### src/hw/irap_defines.svh
// register map, field layout, reset values and timing figures of the ir ambient parameter block
`ifndef IRAP_DEFINES_SVH
`define IRAP_DEFINES_SVH
// =====================================================================
// register indices (byte address is four times the index)
`define IRAP_IDX_OFFSET 8'h1a
`define IRAP_IDX_LED_RECOVERY_FIELD 8'h1c
`define IRAP_IDX_IR_COUNTER 8'h1d
`define IRAP_IDX_IR_GAIN 8'h1e
`define IRAP_IDX_IR_MISC 8'h1f
// =====================================================================
// reset values
`define IRAP_RST_OFFSET 8'h80
`define IRAP_RST_LED_RECOVERY_FIELD 8'h00
`define IRAP_RST_IR_COUNTER 8'h70
`define IRAP_RST_IR_GAIN 8'h00
`define IRAP_RST_IR_MISC 8'h00
// =====================================================================
// field positions
`define IRAP_REC_MSB 6
`define IRAP_REC_LSB 4
`define IRAP_GAIN_MSB 2
`define IRAP_RANGE_BIT 5
// =====================================================================
// values and timing
`define IRAP_OVERRANGE 16'hffff
`define IRAP_MAX_LEGIT 16'hfffe
`define IRAP_ADC_CLK_NS 50
`define IRAP_SYS_CLK_NS 10
`define IRAP_ADC_CLK_CYC ((`IRAP_ADC_CLK_NS + `IRAP_SYS_CLK_NS - 1) / `IRAP_SYS_CLK_NS)
`define IRAP_FIRST_IR_REV 3
`endif

### src/hw/irap_pkg.sv
// types shared by the ir ambient parameter block
package irap_pkg;
  typedef enum logic [1:0] {
    IRAP_IDLE,
    IRAP_RECOVER,
    IRAP_INTEGRATE,
    IRAP_REPORT
  } irap_state_type;
endpackage

### src/hw/irap_offset_expand.sv
// expands the 8-bit compressed offset into its 16-bit value
module irap_offset_expand
  import irap_pkg::*;
(
  // compressed code
  input wire logic [7:0] code_in,
  // expanded value
  output logic [15:0] value_out
);
  logic [19:0] shifted;

  // upper nibble is the exponent, lower nibble the mantissa below an implied one
  always_comb begin
    shifted = {15'h0000, 1'b1, code_in[3:0]} << code_in[7:4];
    value_out = shifted[19:4];
  end
endmodule

### src/hw/irap_top.sv
// ir ambient measurement parameters: apb register file and measurement sequencer
// =====================================================================
//
// Design decision made here: register access over APB.
`include "irap_defines.svh"

module irap_top
  import irap_pkg::*;
#(
  parameter int SEQ_REVISION = 3,
  parameter int INTEG_CLOCKS = 256
)
(
  // clock and reset
  input wire logic clk_sys_in,
  input wire logic sys_rst_in,
  // apb slave
  input wire logic psel_in,
  input wire logic penable_in,
  input wire logic pwrite_in,
  input wire logic [11:0] paddr_in,
  input wire logic [31:0] pwdata_in,
  output logic [31:0] prdata_out,
  output logic pready_out,
  output logic pslverr_out,
  // measurement request and adc converter data
  input wire logic meas_start_in,
  input wire logic [15:0] adc_raw_in,
  input wire logic adc_overrange_in,
  // visible parameters used by older sequencers
  input wire logic [2:0] vis_gain_in,
  input wire logic vis_range_in,
  // measurement status and result
  output logic busy_out,
  output logic recovering_out,
  output logic integrating_out,
  output logic [2:0] ir_gain_out,
  output logic ir_high_range_out,
  output logic [15:0] result_out,
  output logic result_valid_out
);
  localparam int ADC_CLK_CYC = `IRAP_ADC_CLK_CYC;
  localparam int REC_W = 9;
  localparam int INT_W = 16;
  localparam bit IR_PARAMS_ON = (SEQ_REVISION >= `IRAP_FIRST_IR_REV);
  localparam logic [7:0] RST_COUNTER = `IRAP_RST_IR_COUNTER;
  localparam logic [7:0] RST_GAIN = `IRAP_RST_IR_GAIN;

  if (INTEG_CLOCKS < 1 || INTEG_CLOCKS > 65535) begin : g_bad_integ
    $error("INTEG_CLOCKS out of range");
  end
  if (ADC_CLK_CYC < 1) begin : g_bad_adc_clk
    $error("adc clock shorter than one system cycle");
  end

  // =====================================================================
  // registers
  logic [7:0] meas_offset;
  logic [7:0] led_recovery_field;
  logic [2:0] ir_recovery_period;
  logic [2:0] ir_integration_gain;
  logic [7:0] ir_misc_param;
  logic [15:0] offset_exp;
  irap_state_type state;
  logic [2:0] gain_lat;
  logic [REC_W-1:0] rec_target;
  logic [11:0] presc;
  logic [INT_W-1:0] tick_cnt;
  logic adc_tick;
  logic [11:0] tick_period;

  // =====================================================================
  // apb slave
  logic [9:0] word_idx;
  logic access;
  logic hit;
  logic [31:0] rd_mux;

  assign word_idx = paddr_in[11:2];
  assign access = psel_in && penable_in;

  always_comb begin
    hit = 1'b1;
    rd_mux = 32'h0000_0000;
    case (word_idx)
      {2'b00, `IRAP_IDX_OFFSET}: rd_mux[7:0] = meas_offset;
      {2'b00, `IRAP_IDX_LED_RECOVERY_FIELD}: rd_mux[7:0] = led_recovery_field;
      {2'b00, `IRAP_IDX_IR_COUNTER}: rd_mux[`IRAP_REC_MSB:`IRAP_REC_LSB] = ir_recovery_period;
      {2'b00, `IRAP_IDX_IR_GAIN}: rd_mux[`IRAP_GAIN_MSB:0] = ir_integration_gain;
      {2'b00, `IRAP_IDX_IR_MISC}: rd_mux[7:0] = ir_misc_param;
      default: hit = 1'b0;
    endcase
  end

  // answer in the second access cycle, so pready comes straight from a flop
  always_ff @(posedge clk_sys_in or posedge sys_rst_in) begin
    if (sys_rst_in) begin
      pready_out <= 1'b0;
      pslverr_out <= 1'b0;
      prdata_out <= 32'h0000_0000;
    end else begin
      pready_out <= access && !pready_out;
      pslverr_out <= access && !pready_out && !hit;
      if (access && !pready_out && !pwrite_in && hit) begin
        prdata_out <= rd_mux;
      end else begin
        prdata_out <= 32'h0000_0000;
      end
    end
  end

  logic wr_en;
  assign wr_en = access && pready_out && pwrite_in;

  always_ff @(posedge clk_sys_in or posedge sys_rst_in) begin
    if (sys_rst_in) begin
      meas_offset <= `IRAP_RST_OFFSET;
      led_recovery_field <= `IRAP_RST_LED_RECOVERY_FIELD;
      ir_recovery_period <= RST_COUNTER[`IRAP_REC_MSB:`IRAP_REC_LSB];
      ir_integration_gain <= RST_GAIN[`IRAP_GAIN_MSB:0];
      ir_misc_param <= `IRAP_RST_IR_MISC;
    end else if (wr_en) begin
      case (word_idx)
        {2'b00, `IRAP_IDX_OFFSET}: meas_offset <= pwdata_in[7:0];
        {2'b00, `IRAP_IDX_LED_RECOVERY_FIELD}: led_recovery_field <= pwdata_in[7:0];
        // reserved bits of the counter byte are not stored and read as zero
        {2'b00, `IRAP_IDX_IR_COUNTER}: ir_recovery_period <= pwdata_in[`IRAP_REC_MSB:`IRAP_REC_LSB];
        {2'b00, `IRAP_IDX_IR_GAIN}: ir_integration_gain <= pwdata_in[`IRAP_GAIN_MSB:0];
        // whole byte kept so a read-modify-write round-trips the reserved bits
        {2'b00, `IRAP_IDX_IR_MISC}: ir_misc_param <= pwdata_in[7:0];
        default: ;
      endcase
    end
  end

  // =====================================================================
  // offset expansion
  irap_offset_expand u_expand (
    .code_in(meas_offset),
    .value_out(offset_exp)
  );

  // =====================================================================
  // recovery length per code
  function automatic logic [REC_W-1:0] rec_clocks(input logic [2:0] code);
    logic [REC_W-1:0] r;
    r = 9'h001;
    case (code)
      3'h0: r = 9'h001;
      3'h1: r = 9'h007;
      3'h2: r = 9'h00f;
      3'h3: r = 9'h01f;
      3'h4: r = 9'h03f;
      3'h5: r = 9'h07f;
      3'h6: r = 9'h0ff;
      default: r = 9'h1ff;
    endcase
    return r;
  endfunction

  // =====================================================================
  // adc clock divider: base 50 ns clock divided by two to the gain
  assign tick_period = 12'(ADC_CLK_CYC) << gain_lat;
  assign adc_tick = (presc == tick_period - 12'h001);

  always_ff @(posedge clk_sys_in or posedge sys_rst_in) begin
    if (sys_rst_in) begin
      presc <= 12'h000;
    end else if (state == IRAP_IDLE || adc_tick) begin
      presc <= 12'h000;
    end else begin
      presc <= presc + 12'h001;
    end
  end

  // =====================================================================
  // sequencer
  always_ff @(posedge clk_sys_in or posedge sys_rst_in) begin
    if (sys_rst_in) begin
      state <= IRAP_IDLE;
      gain_lat <= 3'h0;
      rec_target <= 9'h001;
      tick_cnt <= 16'h0000;
      ir_gain_out <= 3'h0;
      ir_high_range_out <= 1'b0;
    end else begin
      case (state)
        IRAP_IDLE: begin
          tick_cnt <= 16'h0000;
          if (meas_start_in) begin
            state <= IRAP_RECOVER;
            // older sequencers run ir from the visible settings and skip the long recovery
            if (IR_PARAMS_ON) begin
              gain_lat <= ir_integration_gain;
              ir_gain_out <= ir_integration_gain;
              rec_target <= rec_clocks(ir_recovery_period);
              ir_high_range_out <= ir_misc_param[`IRAP_RANGE_BIT];
            end else begin
              gain_lat <= vis_gain_in;
              ir_gain_out <= vis_gain_in;
              rec_target <= 9'h001;
              ir_high_range_out <= vis_range_in;
            end
          end
        end
        IRAP_RECOVER: begin
          if (adc_tick) begin
            if (tick_cnt == 16'(rec_target) - 16'h0001) begin
              state <= IRAP_INTEGRATE;
              tick_cnt <= 16'h0000;
            end else begin
              tick_cnt <= tick_cnt + 16'h0001;
            end
          end
        end
        IRAP_INTEGRATE: begin
          // integration counts divided adc clocks, so it grows by two to the gain
          if (adc_tick) begin
            if (tick_cnt == 16'(INTEG_CLOCKS - 1)) begin
              state <= IRAP_REPORT;
              tick_cnt <= 16'h0000;
            end else begin
              tick_cnt <= tick_cnt + 16'h0001;
            end
          end
        end
        IRAP_REPORT: state <= IRAP_IDLE;
        default: state <= IRAP_IDLE;
      endcase
    end
  end

  // =====================================================================
  // result: raw relative value plus offset, clamped away from the overrange code
  logic signed [17:0] sum;
  assign sum = 18'(signed'(adc_raw_in)) + 18'(signed'({2'b00, offset_exp}));

  always_ff @(posedge clk_sys_in or posedge sys_rst_in) begin
    if (sys_rst_in) begin
      result_out <= 16'h0000;
      result_valid_out <= 1'b0;
    end else begin
      result_valid_out <= (state == IRAP_REPORT);
      if (state == IRAP_REPORT) begin
        if (adc_overrange_in) begin
          result_out <= `IRAP_OVERRANGE;
        end else if (sum < 18'sd0) begin
          result_out <= 16'h0000;
        end else if (sum > 18'(`IRAP_MAX_LEGIT)) begin
          result_out <= `IRAP_MAX_LEGIT;
        end else begin
          result_out <= sum[15:0];
        end
      end
    end
  end

  always_ff @(posedge clk_sys_in or posedge sys_rst_in) begin
    if (sys_rst_in) begin
      busy_out <= 1'b0;
      recovering_out <= 1'b0;
      integrating_out <= 1'b0;
    end else begin
      busy_out <= (state != IRAP_IDLE) || meas_start_in;
      recovering_out <= (state == IRAP_RECOVER);
      integrating_out <= (state == IRAP_INTEGRATE);
    end
  end

  // =====================================================================
  // checks
  logic [15:0] chk_rec_ticks;
  logic [11:0] chk_gap;
  always_ff @(posedge clk_sys_in or posedge sys_rst_in) begin
    if (sys_rst_in) begin
      chk_rec_ticks <= 16'h0000;
      chk_gap <= 12'h000;
    end else begin
      if (state != IRAP_RECOVER) begin
        chk_rec_ticks <= 16'h0000;
      end else if (adc_tick) begin
        chk_rec_ticks <= chk_rec_ticks + 16'h0001;
      end
      chk_gap <= (adc_tick || state == IRAP_IDLE) ? 12'h000 : chk_gap + 12'h001;
    end
  end

  chk_offset_reset: assert property (@(posedge clk_sys_in) $fell(sys_rst_in) |-> meas_offset == 8'h80)
    else $error("offset not at default after reset");
  chk_counter_reset: assert property (@(posedge clk_sys_in) $fell(sys_rst_in) |-> ir_recovery_period == 3'h7)
    else $error("recovery not at default after reset");
  chk_offset_decode: assert property (@(posedge clk_sys_in) disable iff (sys_rst_in)
    (meas_offset == 8'h60 |-> offset_exp == 16'h0040) and (meas_offset == 8'h70 |-> offset_exp == 16'h0080)
    and (meas_offset == 8'h80 |-> offset_exp == 16'h0100))
    else $error("offset code decoded wrongly");
  chk_result_sum: assert property (@(posedge clk_sys_in) disable iff (sys_rst_in)
    state == IRAP_REPORT && !adc_overrange_in && adc_raw_in < 16'h8000
    && (17'(adc_raw_in) + 17'(offset_exp)) < 17'h0ffff
    |=> result_valid_out && result_out == $past(adc_raw_in) + $past(offset_exp))
    else $error("result is not raw plus offset");
  chk_overrange_code: assert property (@(posedge clk_sys_in) disable iff (sys_rst_in)
    state == IRAP_REPORT && adc_overrange_in |=> result_out == 16'hffff)
    else $error("overrange not reported as all ones");
  chk_legit_not_ovr: assert property (@(posedge clk_sys_in) disable iff (sys_rst_in)
    result_valid_out && !$past(adc_overrange_in) |-> result_out != 16'hffff)
    else $error("legitimate result collides with overrange code");
  chk_recovery_len: assert property (@(posedge clk_sys_in) disable iff (sys_rst_in)
    state == IRAP_RECOVER ##1 state == IRAP_INTEGRATE |-> $past(chk_rec_ticks) == 16'(rec_target) - 16'h0001)
    else $error("recovery length wrong");
  chk_tick_period: assert property (@(posedge clk_sys_in) disable iff (sys_rst_in)
    adc_tick |-> chk_gap == (12'h005 << gain_lat) - 12'h001)
    else $error("adc clock period wrong");
  chk_rev_gate: assert property (@(posedge clk_sys_in) disable iff (sys_rst_in)
    state == IRAP_IDLE && meas_start_in |=> ir_high_range_out ==
    (IR_PARAMS_ON ? $past(ir_misc_param[5]) : $past(vis_range_in)))
    else $error("range not taken from the right parameter");
endmodule

### config.mk
export PLATFORM = sky130hd
export DESIGN_NAME = irap_top
export DESIGN_NICKNAME = d
export VERILOG_FILES = /design/src/hw/irap_pkg.sv /design/src/hw/irap_offset_expand.sv /design/src/hw/irap_top.sv
export VERILOG_INCLUDE_DIRS = /design/src /design/src/hw
export SDC_FILE = /design/constraint.sdc
export NUM_CORES = 1
export LEC_CHECK = 0
export ABC_AREA = 1
export ABC_CLOCK_PERIOD_IN_PS = 3840
export BUFFER_PORTS_ARGS = -buffer_cell sky130_fd_sc_hd__clkbuf_2
export CORE_MARGIN = 3
export CORE_UTILIZATION = 40
export DETAILED_ROUTE_END_ITERATION = 12
export PLACE_DENSITY = 0.68
export RECOVER_POWER = 25
export SYNTH_ARGS = -nofsm -noshare
export SYNTH_HDL_FRONTEND = slang
export SYNTH_HIERARCHICAL = 1
export SYNTH_SLANG_ARGS = --single-unit
### constraint.sdc
create_clock -name clk_sys_in -period 3.84 [get_ports clk_sys_in]
set_clock_uncertainty 0.15 [all_clocks]
set_input_delay 0.192 -clock clk_sys_in [delete_from_list [all_inputs] [get_ports clk_sys_in]]
set_output_delay 0.192 -clock clk_sys_in [all_outputs]
set_load 0.1 [all_outputs]
==> reports/qor.csv <==
stage,metric,value,unit
final_layout,ANT cells,0,
worst_setup_path,worst-path maximum fanout,14,
global_routing,GR Overflow Total,0,
floorplanning,num rows,47,
final_layout,Final nets,1127,
worst_setup_path,Critical R2R Capture,result_out[11]$_DFFE_PP0P_,
worst_setup_path,startpoint types,register,
yosys,post-synthesis cell type count,48,
final_layout,area delta synth->final,12.36,%
timing,final hold viol count,0,
clocking,CTS root buffer,clkbuf_16,
min_path,Hold Crit Start,pwrite_in,
floorplanning,initial core utilization,0.4127,
timing,Peak Freq,0.2900,GHz
timing,"Min Clock Period, post-route",3.448,ns
clocking,CTS Buf Count,9,
run,max cap viols,1,
clocking,clk sinks,101,
timing,Min Hold Slack,0.02533,ns
clocking,clk_lat worst skew,0.35,ns
final_layout,final core utilization,0.4637,
yosys,Synth Area per Inst,7.250,um2
min_path,WHS Endpoint,prdata_out[6]$_DFF_PP0_,
worst_setup_path,reg-to-reg startpoint,meas_offset[5]$_DFFE_PP0P_,
detailed_routing,Vias,6153,
yosys,#FFs+latches synth,101,
yosys,yosys warns,6,
timing,final slew viol count,71,
final_layout,"commonest non-fill, non-tap cell in the layout",nand2_1,
worst_setup_path,WP data required,3.96,ns
outcome,violated checks,"capacitance limit, slew limit",
final_layout,fin cells,1255,
worst_setup_path,CP Data Arrival Time,3.57,ns
yosys,main flop type after synthesis,dfrtp_1,
floorplanning,Core Area,16760,um2
min_path,WHS Path Cells,4,
clocking,clock buffer depth,2,
yosys,sequential element share of the synthesized area,0.3661,
detailed_routing,initial DRC count,388,
timing,final setup fails,0,
clocking,clock slew at reported path FFs,0.08,ns
detailed_routing,DRC violations left,0,
place,placed inst area,7365,um2
floorplanning,Die H,137.5,um
timing,RSZ-0062 raised after global routing,false,
detailed_routing,Routed Antenna Nets,0,
clocking,TritonCTS clock tree,done,
pwr,LEAKAGE,3.835,nW
yosys,Post-Synthesis Cells,954,
place,gpl congestion,0.8979,
place,Setup WS pre-CTS,0.2513,ns
outcome,status,"complete, but fails checks",
worst_setup_path,Reg2Reg Depth,20,
worst_setup_path,critical path endpoint category,register,
pwr,Overall Power,3.909,mW
floorplanning,die area,18900,um2
detailed_routing,final WL,15850,um
place,dpl hpwl,12060,um
global_routing,largest net degree at the start of global routing,71,
timing,worst setup margin,0.3915,ns
final_layout,"commonest cells after routing, fill and taps aside","279 x nand2_1, 99 x inv_1, 96 x dfrtp_1",
clocking,H-tree Lvls,3,
place,PortBufs,74,
global_routing,global-route wire length before repair,26570,um
floorplanning,io pins,129,
global_routing,GRT Overall Usage,0.1730,
yosys,number of synthesized flops with an enable pin,0,
pwr,Worst VDD drop,0.3973,mV
timing,Slew HR,-0.7796,
worst_setup_path,crit path kind,register to register,
worst_setup_path,"reg-to-reg slack, setup",0.39,ns
global_routing,vias in the first global route,5694,
detailed_routing,vias per inst,4.903,
final_layout,layout cell share with drive strength beyond 1,0.1565,
detailed_routing,DR pass1 iterations,5,
timing,Setup TNS,0,ns
timing,Slew @ Worst Pin,2.666,ns
place,placed insts,1228,
yosys,mapped cell area,6917,um2
pwr,Pwr Density,503.0,nW/um2
detailed_routing,WL per Instance,12.63,um
floorplanning,chip width,137.5,um
final_layout,fin area,7771,um2
min_path,worst hold-check path type,input pin to register,
global_routing,initial antenna violation count,0,
timing,Final period util,0.8980,
yosys,Post-synth ARST share,1.000,
[worst max path at each step]
stage                                     startpoint                         end  slack (ns)  cells past startpoint
after floorplan           meas_offset[4]$_DFFE_PP0P_   result_out[3]$_DFFE_PP0P_        0.84                     22
after global placement    meas_offset[4]$_DFFE_PP0P_  result_out[11]$_DFFE_PP0P_        0.31                     20
after detailed placement  meas_offset[4]$_DFFE_PP0P_  result_out[11]$_DFFE_PP0P_        0.25                     20
after CTS                 meas_offset[4]$_DFFE_PP0P_  result_out[11]$_DFFE_PP0P_        0.21                     20
after global routing      meas_offset[5]$_DFFE_PP0P_  result_out[10]$_DFFE_PP0P_        0.04                     20
final                     meas_offset[5]$_DFFE_PP0P_  result_out[11]$_DFFE_PP0P_        0.39                     20
[critical path, stage by stage, from the launching register on]
cell and delay [ns]:
dfrtp_1 0.57, inv_4 0.09, nand3_1 0.12, nand3_1 0.11, a21oi_1 0.21, ha_1 0.24
inv_1 0.07, fa_1 0.39, inv_1 0.09, nand3_1 0.08, nand2_1 0.11, nand2_1 0.08
nand2_2 0.08, nand2_1 0.07, nand3_1 0.08, nand2_1 0.07, nor2_1 0.19, nand3_4 0.23
nand3_1 0.13, nand2_1 0.05, a21oi_1 0.14
[registers in the layout, summed over array words and instances, names as in the netlist, 2 cells and up]
register,flops
presc,12
tick_cnt,16
state,2
meas_offset,8
ir_recovery_period,3
led_recovery_field,8
prdata_out,8
gain_lat,3
result_out,16
ir_integration_gain,3
ir_misc_param,8
rec_target,7
[power breakdown]
group / switching, mW / internal [mW] / leakage [nW]
clock: 0.429 / 0.489 / 0.149
sequential: 0.0848 / 1.20 / 1.32
combinational: 1.41 / 0.292 / 2.37
total: 1.93 / 1.98 / 3.84
[timing repair]
action | 4_1_cts | 5_1_grt
endpoints found under the hold margin | 91 | 0
hold buffers | 11 | 0
gates resized for setup | 0 | 2
endpoints found under the setup margin | 0 | 14
setup buffers | 0 | 0
[kinds of logic after synthesis]
logic type               Yosys count  share of synthesized area
AND/OR/NAND/NOR                  511                     0.3321
buffers and inverters            158                     0.1071
AO/OA/AOI/OAI                    132                     0.1143
flip-flops                       101                     0.3661
adder cells (fa/ha/maj)           26                    0.04812
XOR/XNOR                          25                    0.03166
other                              1                  0.0005422
[per-layer routing]
layer	wire length [um]	up-vias	global-route usage
li1	-	3188	-
met1	7430	2846	0.2307
met2	7546	104	0.2893
met3	658	15	0.02995
met4	214	0	0.04823
met5	0	-	0
[cell type report]
class / count / area, um2
Clock buffer: 11 / 252.7
Clock inverter: 5 / 46.29
Fill cell: 1723 / 8989
Inverter: 111 / 424.2
Multi-Input combinational cell: 718 / 3737
Sequential cell: 101 / 2534
Tap cell: 220 / 275.3
Timing Repair Buffer: 89 / 501.7
[cells in the mapped netlist, types with 2 or more instances]
master / count / share of area
a21oi_1: 29 / 0.021
a221oi_1: 3 / 0.0038
nor3b_1: 5 / 0.0054
o21ai_0: 56 / 0.041
nor2_2: 8 / 0.0072
dfstp_2: 4 / 0.015
nor4_1: 4 / 0.0036
o2111ai_1: 3 / 0.0038
nand4_1: 12 / 0.011
buf_2: 7 / 0.0051
nand2_1: 279 / 0.15
buf_4: 27 / 0.029
nor3_1: 9 / 0.0065
clkbuf_1: 9 / 0.0049
o211ai_1: 5 / 0.0054
nor2_1: 85 / 0.046
inv_2: 9 / 0.0049
dfrtp_1: 97 / 0.35
o21ai_1: 10 / 0.0072
a21oi_2: 16 / 0.020
a31oi_1: 2 / 0.0018
ha_1: 25 / 0.045
nand3_2: 16 / 0.023
xnor2_1: 10 / 0.013
nand3_1: 68 / 0.049
xor2_1: 15 / 0.019
nor2_4: 2 / 0.0033
inv_1: 99 / 0.054
buf_6: 4 / 0.0065
o21bai_1: 2 / 0.0022
nand2_2: 9 / 0.0081
or2_2: 3 / 0.0027
nand3b_1: 5 / 0.0054
a41oi_1: 3 / 0.0038
(Power assumes the default switching activity.)
